--- src/verilog/hbs_pkg.sv ---
package hbs_pkg;

   // Register map of the plain register port, byte addresses.
   localparam int ADDR_W = 8;
   localparam int DATA_W = 32;
   localparam logic [7:0] ADDR_DELAY = 8'h00;
   localparam logic [7:0] ADDR_SPEED_THR = 8'h04;
   localparam logic [7:0] ADDR_WAIT = 8'h08;
   localparam logic [7:0] ADDR_ASSIGN = 8'h0c;
   localparam logic [7:0] ADDR_CMD = 8'h10;
   localparam logic [7:0] ADDR_STATUS = 8'h14;

   // Setting ranges and reset values.
   localparam int DELAY_W = 6;
   localparam int THR_W = 14;
   localparam int WAIT_W = 7;
   localparam int TERM_W = 2;
   localparam logic [5:0] DELAY_MAX = 6'h32;
   localparam logic [5:0] DELAY_RST = 6'h00;
   localparam logic [13:0] THR_MAX = 14'h2710;
   localparam logic [13:0] THR_RST = 14'h0064;
   localparam logic [6:0] WAIT_MIN = 7'h0a;
   localparam logic [6:0] WAIT_MAX = 7'h64;
   localparam logic [6:0] WAIT_RST = 7'h32;
   localparam logic [1:0] TERM_NONE = 2'h0;
   localparam logic [1:0] TERM_RST = 2'h0;
   localparam int TERM_COUNT = 3;
   localparam int CMD_RESTART_BIT = 0;
   localparam logic [13:0] STOPPED_RPM = 14'h0000;

   // Delay time base: 10 ms steps on a 125 MHz clock.
   localparam int TICK_MS = 10;
   localparam int CLK_PERIOD_NS = 8;
   localparam int TICK_NS = TICK_MS * 1000000;
   localparam int TICK_CYCLES = TICK_NS / CLK_PERIOD_NS;

   typedef enum logic [2:0]
   {
      ST_OFF = 3'b000,
      ST_ON = 3'b001,
      ST_STOP_DLY = 3'b011,
      ST_RUN_WAIT = 3'b010,
      ST_ZS_DECEL = 3'b110
   } hbs_state_t;

   typedef struct packed
   {
      logic [13:0] speed;
      logic [13:0] max_speed;
   } hbs_motor_t;

   typedef struct packed
   {
      logic [7:0] addr;
      logic [31:0] wdata;
      logic wr;
      logic rd;
   } hbs_bus_t;

   typedef struct packed
   {
      logic [23:0] zero;
      logic alarm;
      logic overtravel;
      logic servo_on;
      logic power;
      logic brake_release;
      logic [2:0] state;
   } hbs_status_t;

   typedef struct packed
   {
      logic [25:0] zero_hi;
      logic [1:0] active;
      logic [1:0] zero_lo;
      logic [1:0] pending;
   } hbs_assign_rd_t;

endpackage

--- src/verilog/hbs_tick.sv ---
`timescale 1ns/1ps
module hbs_tick #(
   parameter int unsigned CYCLES = hbs_pkg::TICK_CYCLES
)(
   input wire logic sys_clk,
   input wire logic nrst,
   input wire logic restart,
   output logic tick
);
   import hbs_pkg::*;

   localparam int CNT_W = $clog2(CYCLES + 1);
   localparam logic [CNT_W-1:0] LAST = CNT_W'(CYCLES - 1);
   localparam logic [CNT_W-1:0] ZERO = '0;
   localparam logic [CNT_W-1:0] ONE = CNT_W'(1);

   logic [CNT_W-1:0] cnt;

   // Restarting the phase keeps the first step of a delay a full 10 ms.
   always_ff @(posedge sys_clk)
   begin
      if (!nrst || restart || cnt == LAST)
         cnt <= ZERO;
      else
         cnt <= cnt + ONE;
   end

   always_ff @(posedge sys_clk)
   begin
      if (!nrst || restart)
         tick <= 1'b0;
      else
         tick <= (cnt == LAST);
   end

endmodule

--- src/verilog/hbs_sequencer.sv ---
`timescale 1ns/1ps
module hbs_sequencer #(
   parameter int unsigned TICK_CYCLES = hbs_pkg::TICK_CYCLES
)(
   input wire logic sys_clk,
   input wire logic nrst,
   input wire hbs_pkg::hbs_bus_t bus,
   output logic [31:0] rdata,
   input wire logic servo_on_pin,
   input wire logic overtravel_pin,
   input wire logic alarm,
   input wire logic zero_speed_stop,
   input wire hbs_pkg::hbs_motor_t motor,
   output logic motor_power_en,
   output logic brake_release_out,
   output logic [2:0] term_out
);
   import hbs_pkg::*;

   localparam int PIN_N = 2;
   localparam int PIN_SERVO = 0;
   localparam int PIN_OVT = 1;

   hbs_state_t state;
   hbs_state_t next_state;
   logic [DELAY_W-1:0] delay_set;
   logic [THR_W-1:0] thr_set;
   logic [WAIT_W-1:0] wait_set;
   logic [TERM_W-1:0] term_pending;
   logic [TERM_W-1:0] term_active;
   logic [PIN_N-1:0] pin_raw;
   logic [PIN_N-1:0] pin_f;
   logic servo_on;
   logic overtravel;
   logic stopped;
   logic below_thr;
   logic [THR_W-1:0] eff_thr;
   logic tick;
   logic [WAIT_W-1:0] tick_cnt;
   logic delay_done;
   logic wait_done;
   logic next_brake;
   logic next_power;
   hbs_status_t status;
   hbs_assign_rd_t assign_rd;

   function automatic logic wr_hit(input hbs_bus_t b, input logic [7:0] a);
      wr_hit = b.wr && b.addr == a;
   endfunction

   // Pin inputs: three stages, a change is taken once stages two and three agree.
   assign pin_raw = {overtravel_pin, servo_on_pin};

   generate
      for (genvar i = 0; i < PIN_N; i++)
      begin : g_sync
         logic s1;
         logic s2;
         logic s3;
         always_ff @(posedge sys_clk)
         begin
            if (!nrst)
            begin
               s1 <= 1'b0;
               s2 <= 1'b0;
               s3 <= 1'b0;
               pin_f[i] <= 1'b0;
            end
            else
            begin
               s1 <= pin_raw[i];
               s2 <= s1;
               s3 <= s2;
               if (s2 == s3)
                  pin_f[i] <= s3;
            end
         end
      end
   endgenerate

   assign servo_on = pin_f[PIN_SERVO];
   assign overtravel = pin_f[PIN_OVT];

   // Settings registers; out-of-range writes saturate at the nearest limit.
   always_ff @(posedge sys_clk)
   begin
      if (!nrst)
         delay_set <= DELAY_RST;
      else if (wr_hit(bus, ADDR_DELAY))
         delay_set <= (bus.wdata > 32'(DELAY_MAX)) ? DELAY_MAX
                      : bus.wdata[DELAY_W-1:0];
   end

   always_ff @(posedge sys_clk)
   begin
      if (!nrst)
         thr_set <= THR_RST;
      else if (wr_hit(bus, ADDR_SPEED_THR))
         thr_set <= (bus.wdata > 32'(THR_MAX)) ? THR_MAX
                    : bus.wdata[THR_W-1:0];
   end

   always_ff @(posedge sys_clk)
   begin
      if (!nrst)
         wait_set <= WAIT_RST;
      else if (wr_hit(bus, ADDR_WAIT))
      begin
         if (bus.wdata < 32'(WAIT_MIN))
            wait_set <= WAIT_MIN;
         else if (bus.wdata > 32'(WAIT_MAX))
            wait_set <= WAIT_MAX;
         else
            wait_set <= bus.wdata[WAIT_W-1:0];
      end
   end

   // The terminal choice is staged and only copied on a restart command,
   // so an assignment write alone never moves a live brake relay between terminals mid-run.
   always_ff @(posedge sys_clk)
   begin
      if (!nrst)
         term_pending <= TERM_RST;
      else if (wr_hit(bus, ADDR_ASSIGN))
         term_pending <= bus.wdata[TERM_W-1:0];
   end

   always_ff @(posedge sys_clk)
   begin
      if (!nrst)
         term_active <= TERM_NONE;
      else if (wr_hit(bus, ADDR_CMD) && bus.wdata[CMD_RESTART_BIT])
         term_active <= term_pending;
   end

   // Speed comparisons.
   assign eff_thr = (thr_set > motor.max_speed) ? motor.max_speed : thr_set;
   assign below_thr = motor.speed < eff_thr;
   assign stopped = motor.speed <= STOPPED_RPM;

   // Delay timing in 10 ms ticks.
   hbs_tick #(
      .CYCLES(TICK_CYCLES)
   ) u_tick (
      .sys_clk(sys_clk),
      .nrst(nrst),
      .restart(next_state != state),
      .tick(tick)
   );

   always_ff @(posedge sys_clk)
   begin
      if (!nrst || next_state != state)
         tick_cnt <= '0;
      else if (tick && tick_cnt != WAIT_MAX)
         tick_cnt <= tick_cnt + WAIT_W'(1);
   end

   assign delay_done = tick_cnt >= {1'b0, delay_set};
   assign wait_done = tick_cnt >= wait_set;

   // Sequencing of motor power against the brake.
   always_comb
   begin
      next_state = state;
      unique case (state)
         ST_OFF:
         begin
            if (servo_on && !alarm)
               next_state = ST_ON;
         end
         ST_ON:
         begin
            // Overtravel is deliberately not a cause here.
            if (alarm && !stopped && zero_speed_stop)
               next_state = ST_ZS_DECEL;
            else if (alarm && !stopped)
               next_state = ST_RUN_WAIT;
            else if (alarm)
               next_state = ST_OFF;
            else if (!servo_on && !stopped)
               next_state = ST_RUN_WAIT;
            else if (!servo_on && delay_set == DELAY_RST)
               next_state = ST_OFF;
            else if (!servo_on)
               next_state = ST_STOP_DLY;
         end
         ST_STOP_DLY:
         begin
            if (alarm || delay_done)
               next_state = ST_OFF;
            else if (servo_on)
               next_state = ST_ON;
         end
         ST_RUN_WAIT:
         begin
            if (below_thr || wait_done)
               next_state = ST_OFF;
         end
         ST_ZS_DECEL:
         begin
            // At rest under an alarm: stopped timing, delay skipped.
            if (stopped)
               next_state = ST_OFF;
         end
         default:
            next_state = ST_OFF;
      endcase
   end

   always_ff @(posedge sys_clk)
   begin
      if (!nrst)
         state <= ST_OFF;
      else
         state <= next_state;
   end

   always_comb
   begin
      next_brake = (next_state == ST_ON) || (next_state == ST_RUN_WAIT)
                   || (next_state == ST_ZS_DECEL);
      next_power = (next_state == ST_ON) || (next_state == ST_STOP_DLY)
                   || (next_state == ST_ZS_DECEL);
   end

   // Outputs follow the next state, so the brake drops at the same edge
   // that the state leaves ST_ON for ST_OFF or ST_STOP_DLY.
   always_ff @(posedge sys_clk)
   begin
      if (!nrst)
      begin
         brake_release_out <= 1'b0;
         motor_power_en <= 1'b0;
      end
      else
      begin
         brake_release_out <= next_brake;
         motor_power_en <= next_power;
      end
   end

   generate
      for (genvar t = 0; t < TERM_COUNT; t++)
      begin : g_term
         always_ff @(posedge sys_clk)
         begin
            if (!nrst)
               term_out[t] <= 1'b0;
            else
               term_out[t] <= next_brake && term_active == TERM_W'(t + 1);
         end
      end
   endgenerate

   // Register read port: data appear in the cycle after the strobe only.
   always_comb
   begin
      status = '0;
      status.alarm = alarm;
      status.overtravel = overtravel;
      status.servo_on = servo_on;
      status.power = motor_power_en;
      status.brake_release = brake_release_out;
      status.state = state;
      assign_rd = '0;
      assign_rd.active = term_active;
      assign_rd.pending = term_pending;
   end

   always_ff @(posedge sys_clk)
   begin
      if (!nrst || !bus.rd)
         rdata <= '0;
      else
      begin
         unique case (bus.addr)
            ADDR_DELAY: rdata <= 32'(delay_set);
            ADDR_SPEED_THR: rdata <= 32'(thr_set);
            ADDR_WAIT: rdata <= 32'(wait_set);
            ADDR_ASSIGN: rdata <= assign_rd;
            ADDR_STATUS: rdata <= status;
            default: rdata <= '0;
         endcase
      end
   end
endmodule

--- config.mk ---
export PLATFORM = sky130hd
export DESIGN_NAME = hbs_sequencer
export DESIGN_NICKNAME = d
export VERILOG_FILES = /design/src/verilog/hbs_pkg.sv /design/src/verilog/hbs_tick.sv /design/src/verilog/hbs_sequencer.sv
export SDC_FILE = /design/constraint.sdc
export NUM_CORES = 1
export LEC_CHECK = 0
export ABC_CLOCK_PERIOD_IN_PS = 5300
export BUFFER_PORTS_ARGS = -buffer_cell sky130_fd_sc_hd__buf_2
export CAP_MARGIN = 30
export CORE_MARGIN = 4
export CORE_UTILIZATION = 37
export DETAILED_ROUTE_END_ITERATION = 10
export HOLD_SLACK_MARGIN = 0.15
export REMOVE_ABC_BUFFERS = 1
export SYNTH_ARGS = -nofsm -noshare
export SYNTH_HDL_FRONTEND = slang
export SYNTH_SLANG_ARGS = --single-unit
--- constraint.sdc ---
create_clock -name sys_clk -period 5.3 [get_ports sys_clk]
set_input_delay 1.06 -clock sys_clk [delete_from_list [all_inputs] [get_ports sys_clk]]
set_output_delay 1.06 -clock sys_clk [all_outputs]
set_load 0.01 [all_outputs]
* Yosys cells after proc, flatten, opt, wreduce, memory -nomap -nowiden *
Index checks and enable logic that the tools add are counted.

word-level totals
  output and inout port bits = 37
  register bits = 108
  input port bits = 76

operators by class
  reduce and logical (&&, ||, !) cells = 32
  magnitude comparators = 9
  muxes and demuxes = 18
  $add $sub $neg = 2
  eq/ne operators = 21

operators with widths
  operator               count
  $pmux 14 s5            1
  $mux 3                 11
  $gt 32x14->1 const B   1
  $gt 32x6->1 const B    1
  $gt 32x7->1 const B    1
  $lt 32x4->1 const B    1
  $mux 14                2
  $add 21x1->21 const B  1
  $eq 21x21->1 const B   1
  $eq 8x4->1 const B     2
  $eq 8x5->1 const B     2
  $logic_and 1x1->1      15
  $pmux 3 s5             1
  $gt 14x14->1           1
  $le 14x1->1 const B    1
  $lt 14x14->1           1
  $mux 7                 2
  $eq 3x2->1 const B     4
  $logic_or 1x1->1       9
  $eq 8x3->1 const B     1
  $logic_not 8->1        1
  $add 7x1->7 const B    1
  $ge 7x6->1             1
  $ge 7x7->1             1
  11 further kinds       19

* Longest topological paths before layout *
Gate-level depths: netlist (run 1).

  depth in word-level cells = 12
  depth in mapped cells = 18
  depth with buffers taken out = 15

* Hierarchy *
From an unflattened synthesis (run 1), not the netlist that was laid out.

second synthesis, totals
  cell total of the unflattened synthesis = 618
  area total of the unflattened synthesis = 5,216.3 µm²

modules (own cells, without submodules)
  module         seq. area each (µm²)  cells an instance  area each (µm²)  instances
  hbs_sequencer  1,361.3               505                4,200.3          1
  hbs_tick       440.4                 113                1,016.0          1

* Worst setup path before layout (run 1) *
Ideal clock, no wire load.

  path type = input to register
  start point = input port motor[13] (netlist name)
  end point = register brake_release_out
  setup slack = 0.385 ns
  cell stages on the path = 16
  required time = 5.179 ns
  data arrival time = 4.794 ns
  cells stage by stage = inv_1 ha_1 nand2_1 nor4_4 o31ai_1 a22oi_2 clkbuf_1 mux2i_1 ha_1 a21o_1 a21o_1 a211o_1 a221oi_1 o311a_1 o31a_1 mux2_2

between the ends
  longest elaborated chain between the ends = 9
  elaborated cells on any way between the ends = 11
  those cells by class = order compare: 2; eq/ne: 3; mux: 3; reduce/logical: 3

ends and longest elaborated chain
  element                                          line                  RTL
  start: declaration                               hbs_sequencer.sv:13   input wire hbs_pkg::hbs_motor_t motor,
  $gt 14x14->1                                     hbs_sequencer.sv:137  assign eff_thr = (thr_set > motor.max_speed) ? motor.max_speed : thr_set;
  $mux 14 (*)                                      hbs_sequencer.sv:137
  $lt 14x14->1 (*)                                 hbs_sequencer.sv:138  assign below_thr = motor.speed < eff_thr;
  $logic_or 1x1->1 (*)                             hbs_sequencer.sv:197  if (below_thr || wait_done)
  $mux 3 (*)                                       hbs_sequencer.sv:197
  $pmux 3 s5 (*)                                   hbs_sequencer.sv:166  unique case (state)
  $eq 3x1->1 / $eq 3x2->1 (equally long branches)  hbs_sequencer.sv:221  next_brake = (next_state == ST_ON) || (next_state == ST_RUN_WAIT)
  $logic_or 1x1->1                                 hbs_sequencer.sv:221
  $logic_or 1x1->1 (*)                             hbs_sequencer.sv:222  || (next_state == ST_ZS_DECEL);
  end signal: assignment                           hbs_sequencer.sv:238  brake_release_out <= next_brake;
  end: declaration                                 hbs_sequencer.sv:15   output logic brake_release_out,

Every way passes the cells marked *; elsewhere a longest branch is shown, timed or not.
A chain may end at the register's enable or synchronous reset.

* Worst setup path in the final report (run 1) *
  start point = input port motor[13] (netlist name)
  end point = register u_tick.cnt[4]

between the ends
  longest elaborated chain between the ends = 9

ends and longest elaborated chain
  element                             line                  RTL
  $gt 14x14->1                        hbs_sequencer.sv:137
  $mux 14 (*)                         hbs_sequencer.sv:137
  $lt 14x14->1 (*)                    hbs_sequencer.sv:138
  $logic_or 1x1->1 (*)                hbs_sequencer.sv:197
  $mux 3 (*)                          hbs_sequencer.sv:197
  $pmux 3 s5 (*)                      hbs_sequencer.sv:166
  $ne 3x3->1 (*)                      hbs_sequencer.sv:147  .restart(next_state != state),
  $logic_or 1x1->1 (*) (2 in series)  hbs_tick.sv:22        if (!nrst || restart || cnt == LAST)
  end signal: assignment              hbs_tick.sv:25        cnt <= cnt + ONE;
  end: declaration                    hbs_tick.sv:17        logic [CNT_W-1:0] cnt;

Marked as above.

==> impl_metrics.env, run 1 <==
export IMPL_fin_crit_ns=4.584
export IMPL_syn_to_final_growth_pct=16.32
export IMPL_core_area_um2=13990
export IMPL_cap_violations=0
export IMPL_antenna_found_initial=0
export IMPL_diodes=0
export IMPL_holdCritStartpoint="g_sync[0].s1"
export IMPL_ys_ff_latch=90
export IMPL_vias=4762
export IMPL_crit_start="motor[13]"
export IMPL_worstPathArrival_ns=4.82
export IMPL_vias_per_cell=5.309
export IMPL_layout_nets=831
export IMPL_post_cts_resized=0
export IMPL_synthTopCellsByCount="90 x dfxtp_1, 76 x nor2_1, 58 x nand2_1"
export IMPL_pin_count=113
export IMPL_powerDensity_nw_per_um2=230.8
export IMPL_fin_skew_ns=0.008088
export IMPL_cp_end_kind="flip-flop"
export IMPL_synth_area_um2=5306
export IMPL_synth_edff_count=0
export IMPL_fin_crit_sh_pct=86.49
export IMPL_synth_area_leader_cell="dfxtp_1"
export IMPL_netlist_instances=623
export IMPL_post_drt_wl_per_cell_um=15.57
export IMPL_pre_cts_slack_ns=0.3443
export IMPL_antenna_left=0
export IMPL_rows=43
export IMPL_cts_root_buffer="clkbuf_16"
export IMPL_initial_core_util_pct=37.93
export IMPL_firstDrtPassIters=5
export IMPL_numCtsBuffers=9
export IMPL_io_buffer_count=94
export IMPL_cts_sinks=90
export IMPL_remaining_drc_errors=0
export IMPL_utilization_pct=44.12
export IMPL_criticalPathCategory="input port to flip-flop"
export IMPL_synth_ff_type="dfxtp_1"
export IMPL_routed_wl_um=13970
export IMPL_slew_viol_final=0
export IMPL_synth_cell_type_count=66
export IMPL_dp_final_hpwl_um=11070
export IMPL_synth_avg_cell_area_um2=8.517
export IMPL_dieArea_um2=16320
export IMPL_setup_violations=0
export IMPL_outcome="complete, no violations"
export IMPL_hold_class="flip-flop to flip-flop"
export IMPL_grt_max_degree=30
export IMPL_yosysTopAreaCellShare_pct=33.95
export IMPL_hold_buffers=0
export IMPL_tightest_slew_ns=0.7716
export IMPL_drive_above_1_share_pct=17.85
export IMPL_critPathLaunchType="input port"
export IMPL_gp_congestion=0.8736
export IMPL_track_usage_pct=17.49
export IMPL_r2r_start="thr_set[13]"
export IMPL_cts_buffer_depth=2
export IMPL_yosysMostFrequentCell="dfxtp_1"
export IMPL_cts_tree="done"
export IMPL_grt_pass1_vias=4586
export IMPL_grt_pass1_wl_um=22940
export IMPL_overflow=0
export IMPL_rsz0062_at_grt="false"
export IMPL_fmax_mhz=218.1
export IMPL_netlist_top_cells_area="dfxtp_1 34%, ha_1 10%, nor2_1 5.4%"
export IMPL_async_reset_ff_share_pct=0
export IMPL_fin_setup_tns_ns=0
export IMPL_drt_initial_drc_count=370
export IMPL_crit_required_ns=5.54
export IMPL_seq_area_frac_synth_pct=33.95
export IMPL_hold_violations=0
export IMPL_path_max_fanout=13
export IMPL_maxSlewHeadroom_pct=48.56
export IMPL_ir_drop_mv=0.1924
export IMPL_die_width_um=127.8
export IMPL_cts_max_level=3
export IMPL_fp_dieH_um=127.8
export IMPL_fin_ws_ns=0.7160
export IMPL_clkLatencyLatePin_ns=0.35
export IMPL_p_leak_nw=2.644
export IMPL_clk_pin_slew_ns=0.06
export IMPL_yosys_warnings=0
export IMPL_post_cts_setup_buffer_count=0
## cell families (layout without fill, tap and decap cells)
| group | Yosys count | in the layout | synth area share [%] |
|---|---|---|---|
| multiplexers | 26 | 26 | 4.928 |
| XOR/XNOR | 25 | 25 | 4.126 |
| adder cells (fa/ha/maj) | 43 | 43 | 10.14 |
| other | 1 | 18 | 0.07067 |
| buffers and inverters | 76 | 153 | 7.192 |
| AO/OA/AOI/OAI | 114 | 114 | 15.35 |
| AND/OR/NAND/NOR | 248 | 248 | 24.24 |
| flip-flops | 90 | 90 | 33.95 |
## path summary, 6_finish.rpt
check	slack [ns]	cells past startpoint	to
setup / recovery	0.72	18	u_tick.cnt[4]
hold / removal	0.43	1	g_sync[0].s2
setup reg to reg	1.20	16	u_tick.cnt[4]
hold reg to reg	0.43	1	g_sync[0].s2
## cells in the final DEF (no fill, tap or decap), types with 3 or more instances in the layout
cell | netlist | final
a22o_1 | 5 | 5
a221o_1 | 3 | 3
a211oi_1 | 9 | 9
nand4_1 | 12 | 12
nand2b_1 | 5 | 5
nor3b_1 | 5 | 5
buf_4 | 20 | 8
nand2_1 | 58 | 58
xnor2_1 | 17 | 17
ha_1 | 43 | 43
clkbuf_16 | 0 | 9
a21oi_1 | 21 | 21
conb_1 | 1 | 18
xor2_1 | 8 | 8
and4_1 | 7 | 7
mux2i_1 | 25 | 25
nor2_1 | 76 | 76
and2_1 | 15 | 15
inv_1 | 35 | 35
nor4b_1 | 3 | 3
a221oi_1 | 5 | 5
nor2b_1 | 4 | 4
nand3_1 | 21 | 21
buf_2 | 5 | 94
dfxtp_1 | 90 | 90
a21o_1 | 8 | 8
nor3_1 | 7 | 7
nor4_1 | 13 | 13
and3_1 | 7 | 7
a22oi_1 | 16 | 16
o21ai_0 | 25 | 25
## critical path, cell delays in order
cell and delay (ns):
buf_2 0.09, inv_1 0.04, ha_1 0.29, nand2_1 0.12, nor4_4 0.33, o31ai_1 0.13, a22oi_2 0.22, buf_4 0.22
mux2i_1 0.10, ha_1 0.20, a21o_1 0.17, a21o_1 0.17, a211o_1 0.29, a221oi_1 0.36, o311a_1 0.22, o311a_1 0.51
buf_4 0.25, nor2_1 0.05
## stage by stage
stage | hold slack, ns | area [um2] | cells | total power, mW
final | 0.4322 | 6172 | 897 | 1.425
after global routing | 0.4485 | 6172 | 897 | 1.485
after CTS | 0.4350 | 6172 | 897 | 1.437
after detailed placement | 0.4200 | 5876 | 881 | 0.8057
after global placement | 0.4135 | 5876 | 881 | 0.8023
after floorplan | 0.4118 | 5120 | 599 | 0.7461
## registers in the layout, indices dropped and copies added (netlist names), 2 cells and up
name	flops
u_tick.cnt	21
rdata	14
thr_set	14
tick_cnt	7
wait_set	7
delay_set	6
state	3
term_out	3
g_sync.s1	2
g_sync.s2	2
g_sync.s3	2
term_active	2
term_pending	2
## routing by layer
layer	vias up	share of wire [%]	GRT usage, %
li1	2374	-	-
met1	2229	47	23.87
met2	148	45	28.10
met3	11	6.8	3.583
met4	0	1.1	4.869
met5	-	0	0
## final cells by class
type / count / area (um2)
Clock buffer: 10 / 229.0
Inverter: 35 / 131.4
Sequential cell: 90 / 1802
Fill cell: 1400 / 7816
Tap cell: 180 / 225.2
Timing Repair Buffer: 102 / 530.5
Multi-Input combinational cell: 474 / 3187
Clock inverter: 6 / 67.56
## where the power goes
part	internal [mW]	total (mW)	leakage [nW]	switching, mW
registers	0.681	0.683	0.727	0.00281
logic	0.0431	0.109	1.78	0.0657
clock network	0.366	0.633	0.139	0.266
Power figures use the tool's default switching activity.
==> run 2, diff against run 1 <==
--- a/config.mk
+++ b/config.mk
@@ -11,6 +11,7 @@
 export CORE_MARGIN = 4
 export CORE_UTILIZATION = 37
 export DETAILED_ROUTE_END_ITERATION = 10
+export GPL_TIMING_DRIVEN = 0
 export HOLD_SLACK_MARGIN = 0.15
 export REMOVE_ABC_BUFFERS = 1
 export SYNTH_ARGS = -nofsm -noshare
==> run 2 against run 1 <==
Cell count is 0.33% lower. Routed wire length shrank 0.43%. Clock skew up 0.0018 ns. Highest routed layer unchanged. Critical endpoint is now u_tick.cnt[0]. Maximum frequency shrank 3.7%. Global-route usage fell by 0.68 points.
==> impl_metrics.env, run 2 (synthesized netlist as in run 1, its figures left out) <==
export IMPL_setup_violations=0
export IMPL_track_usage_pct=16.81
export IMPL_cpPeakStageDelay_ns=0.46
export IMPL_regMostFlops="u_tick.cnt"
export IMPL_routed_wl_um=13910
export IMPL_dp_cells=875
export IMPL_core_area_um2=13990
export IMPL_overflow=0
export IMPL_cts_sinks=90
export IMPL_antenna_left=0
export IMPL_grt_pass1_wl_um=22180
export IMPL_post_drt_wl_per_cell_um=15.55
export IMPL_pre_cts_slack_ns=-0.3924
export IMPL_numCtsBuffers=9
export IMPL_maxSlewHeadroom_pct=31.33
export IMPL_cts_tree="done"
export IMPL_tightest_slew_ns=1.015
export IMPL_fmax_mhz=210.1
export IMPL_vias_per_cell=5.303
export IMPL_use_met3_pct=3.375
export IMPL_post_cts_resized=0
export IMPL_largest_register_ffs=21
export IMPL_grt_met2_usage_pct=27.82
export IMPL_fin_skew_ns=0.009921
export IMPL_top_regs="u_tick.cnt (21), rdata (14), thr_set (14)"
export IMPL_ir_drop_mv=0.1186
export IMPL_hold_violations=0
export IMPL_fin_crit_sh_pct=89.80
export IMPL_cp_end_kind="flip-flop"
export IMPL_clkLatencyLatePin_ns=0.35
export IMPL_clk_pin_slew_ns=0.07
export IMPL_layout_nets=828
export IMPL_outcome="complete, no violations"
export IMPL_instances_no_fill=894
export IMPL_path_max_fanout=28
export IMPL_fin_ws_ns=0.5405
export IMPL_hold_buffers=0
export IMPL_dieArea_um2=16320
export IMPL_fin_setup_tns_ns=0
export IMPL_worstPathArrival_ns=5.00
export IMPL_cp_cell_sequence="buf_2, inv_1, ha_1, nand2_1, nor4_4, o31ai_1, a22oi_2, mux2i_1, ha_1, a21o_1, a21o_1, a211o_1, a221oi_1, o311a_1, o311a_1, buf_8, and4bb_2"
export IMPL_crit_path_top_delay_cell="a221oi_1"
export IMPL_diodes=0
export IMPL_grt_max_degree=30
export IMPL_whs_ns=0.4350
export IMPL_rows=43
export IMPL_pin_count=113
export IMPL_post_cts_setup_buffer_count=3
export IMPL_initial_core_util_pct=37.93
export IMPL_cp_top_family="compound AO/OA/AOI/OAI gates"
export IMPL_dp_final_hpwl_um=10760
export IMPL_power_mw=1.450
export IMPL_crit_required_ns=5.54
export IMPL_powerDensity_nw_per_um2=234.6
export IMPL_p_leak_nw=2.636
export IMPL_io_buffer_count=94
export IMPL_seq_area_um2=1802
export IMPL_antenna_found_initial=0
export IMPL_drt_initial_drc_count=279
export IMPL_multi_input_area_um2=3197
export IMPL_worstPathBufferInverterCount=3
export IMPL_vias=4741
export IMPL_final_common_cell="buf_2"
export IMPL_gp_congestion=0.8902
export IMPL_final_cell_mix="94 x buf_2, 90 x dfxtp_1, 76 x nor2_1, 58 x nand2_1, 43 x ha_1"
export IMPL_utilization_pct=44.19
export IMPL_fillCellCount=1450
export IMPL_rsz0062_at_grt="false"
export IMPL_firstDrtPassIters=5
export IMPL_drive_above_1_share_pct=17.79
export IMPL_remaining_drc_errors=0
export IMPL_grt_pass1_vias=4478
export IMPL_critPathLaunchType="input port"
export IMPL_die_width_um=127.8
export IMPL_fin_crit_ns=4.759
export IMPL_final_area_um2=6181
export IMPL_syn_to_final_growth_pct=16.48
export IMPL_grtUsageMet1_pct=22.07
export IMPL_cts_root_buffer="clkbuf_16"
export IMPL_fp_dieH_um=127.8
export IMPL_cts_max_level=3
export IMPL_grt_busiest_layer="met2"
export IMPL_cap_violations=0
export IMPL_place_area_um2=5856
export IMPL_cts_buffer_depth=2
export IMPL_hold_class="flip-flop to flip-flop"
export IMPL_criticalPathCategory="input port to flip-flop"
export IMPL_slew_viol_final=0
## run 2: changes by cell type in the layout (fill, tap and decap cells not counted), sizes merged
cell    before  now
buf        102   99
clkinv       3    0
inv         35   38
## run 2: final timing paths
kind	start	end	slack (ns)	cells past startpoint
max reg2reg	thr_set[13]	u_tick.cnt[0]	1.03	15
max	motor[13]	u_tick.cnt[0]	0.54	17
min reg2reg	g_sync[1].s1	g_sync[1].s2	0.44	1
min	g_sync[1].s1	g_sync[1].s2	0.44	1
## run 2: routing by layer
metal / vias to the layer above / part of all wire, %
li1: 2359 / -
met1: 2223 / 46
met2: 141 / 47
met3: 18 / 5.9
met4: 0 / 1.5
met5: - / 0
## run 2: final cells by class
type	instances	share of cell area (%)
Sequential cell	90	29.15
Clock buffer	10	3.704
Tap cell	180	3.644
Timing Repair Buffer	99	8.462
Clock inverter	6	1.194
Multi-Input combinational cell	474	51.72
Inverter	35	2.126
## run 2: worst reg2reg max path, cell delays in order, from the launching register on
cell and delay [ns]:
dfxtp_1 0.34, ha_1 0.31, nand2_1 0.13, nor4_4 0.34, o31ai_1 0.14, a22oi_2 0.35, mux2i_1 0.24, ha_1 0.26
a21o_1 0.16, a21o_1 0.17, a211o_1 0.30, a221oi_1 0.46, o311a_1 0.23, o311a_1 0.24, buf_8 0.22, and4bb_2 0.27
## run 2: report_power, final
group / switching [mW] / internal (mW)
combinational: 0.0650 / 0.0433
sequential: 0.00283 / 0.680
clock: 0.286 / 0.372
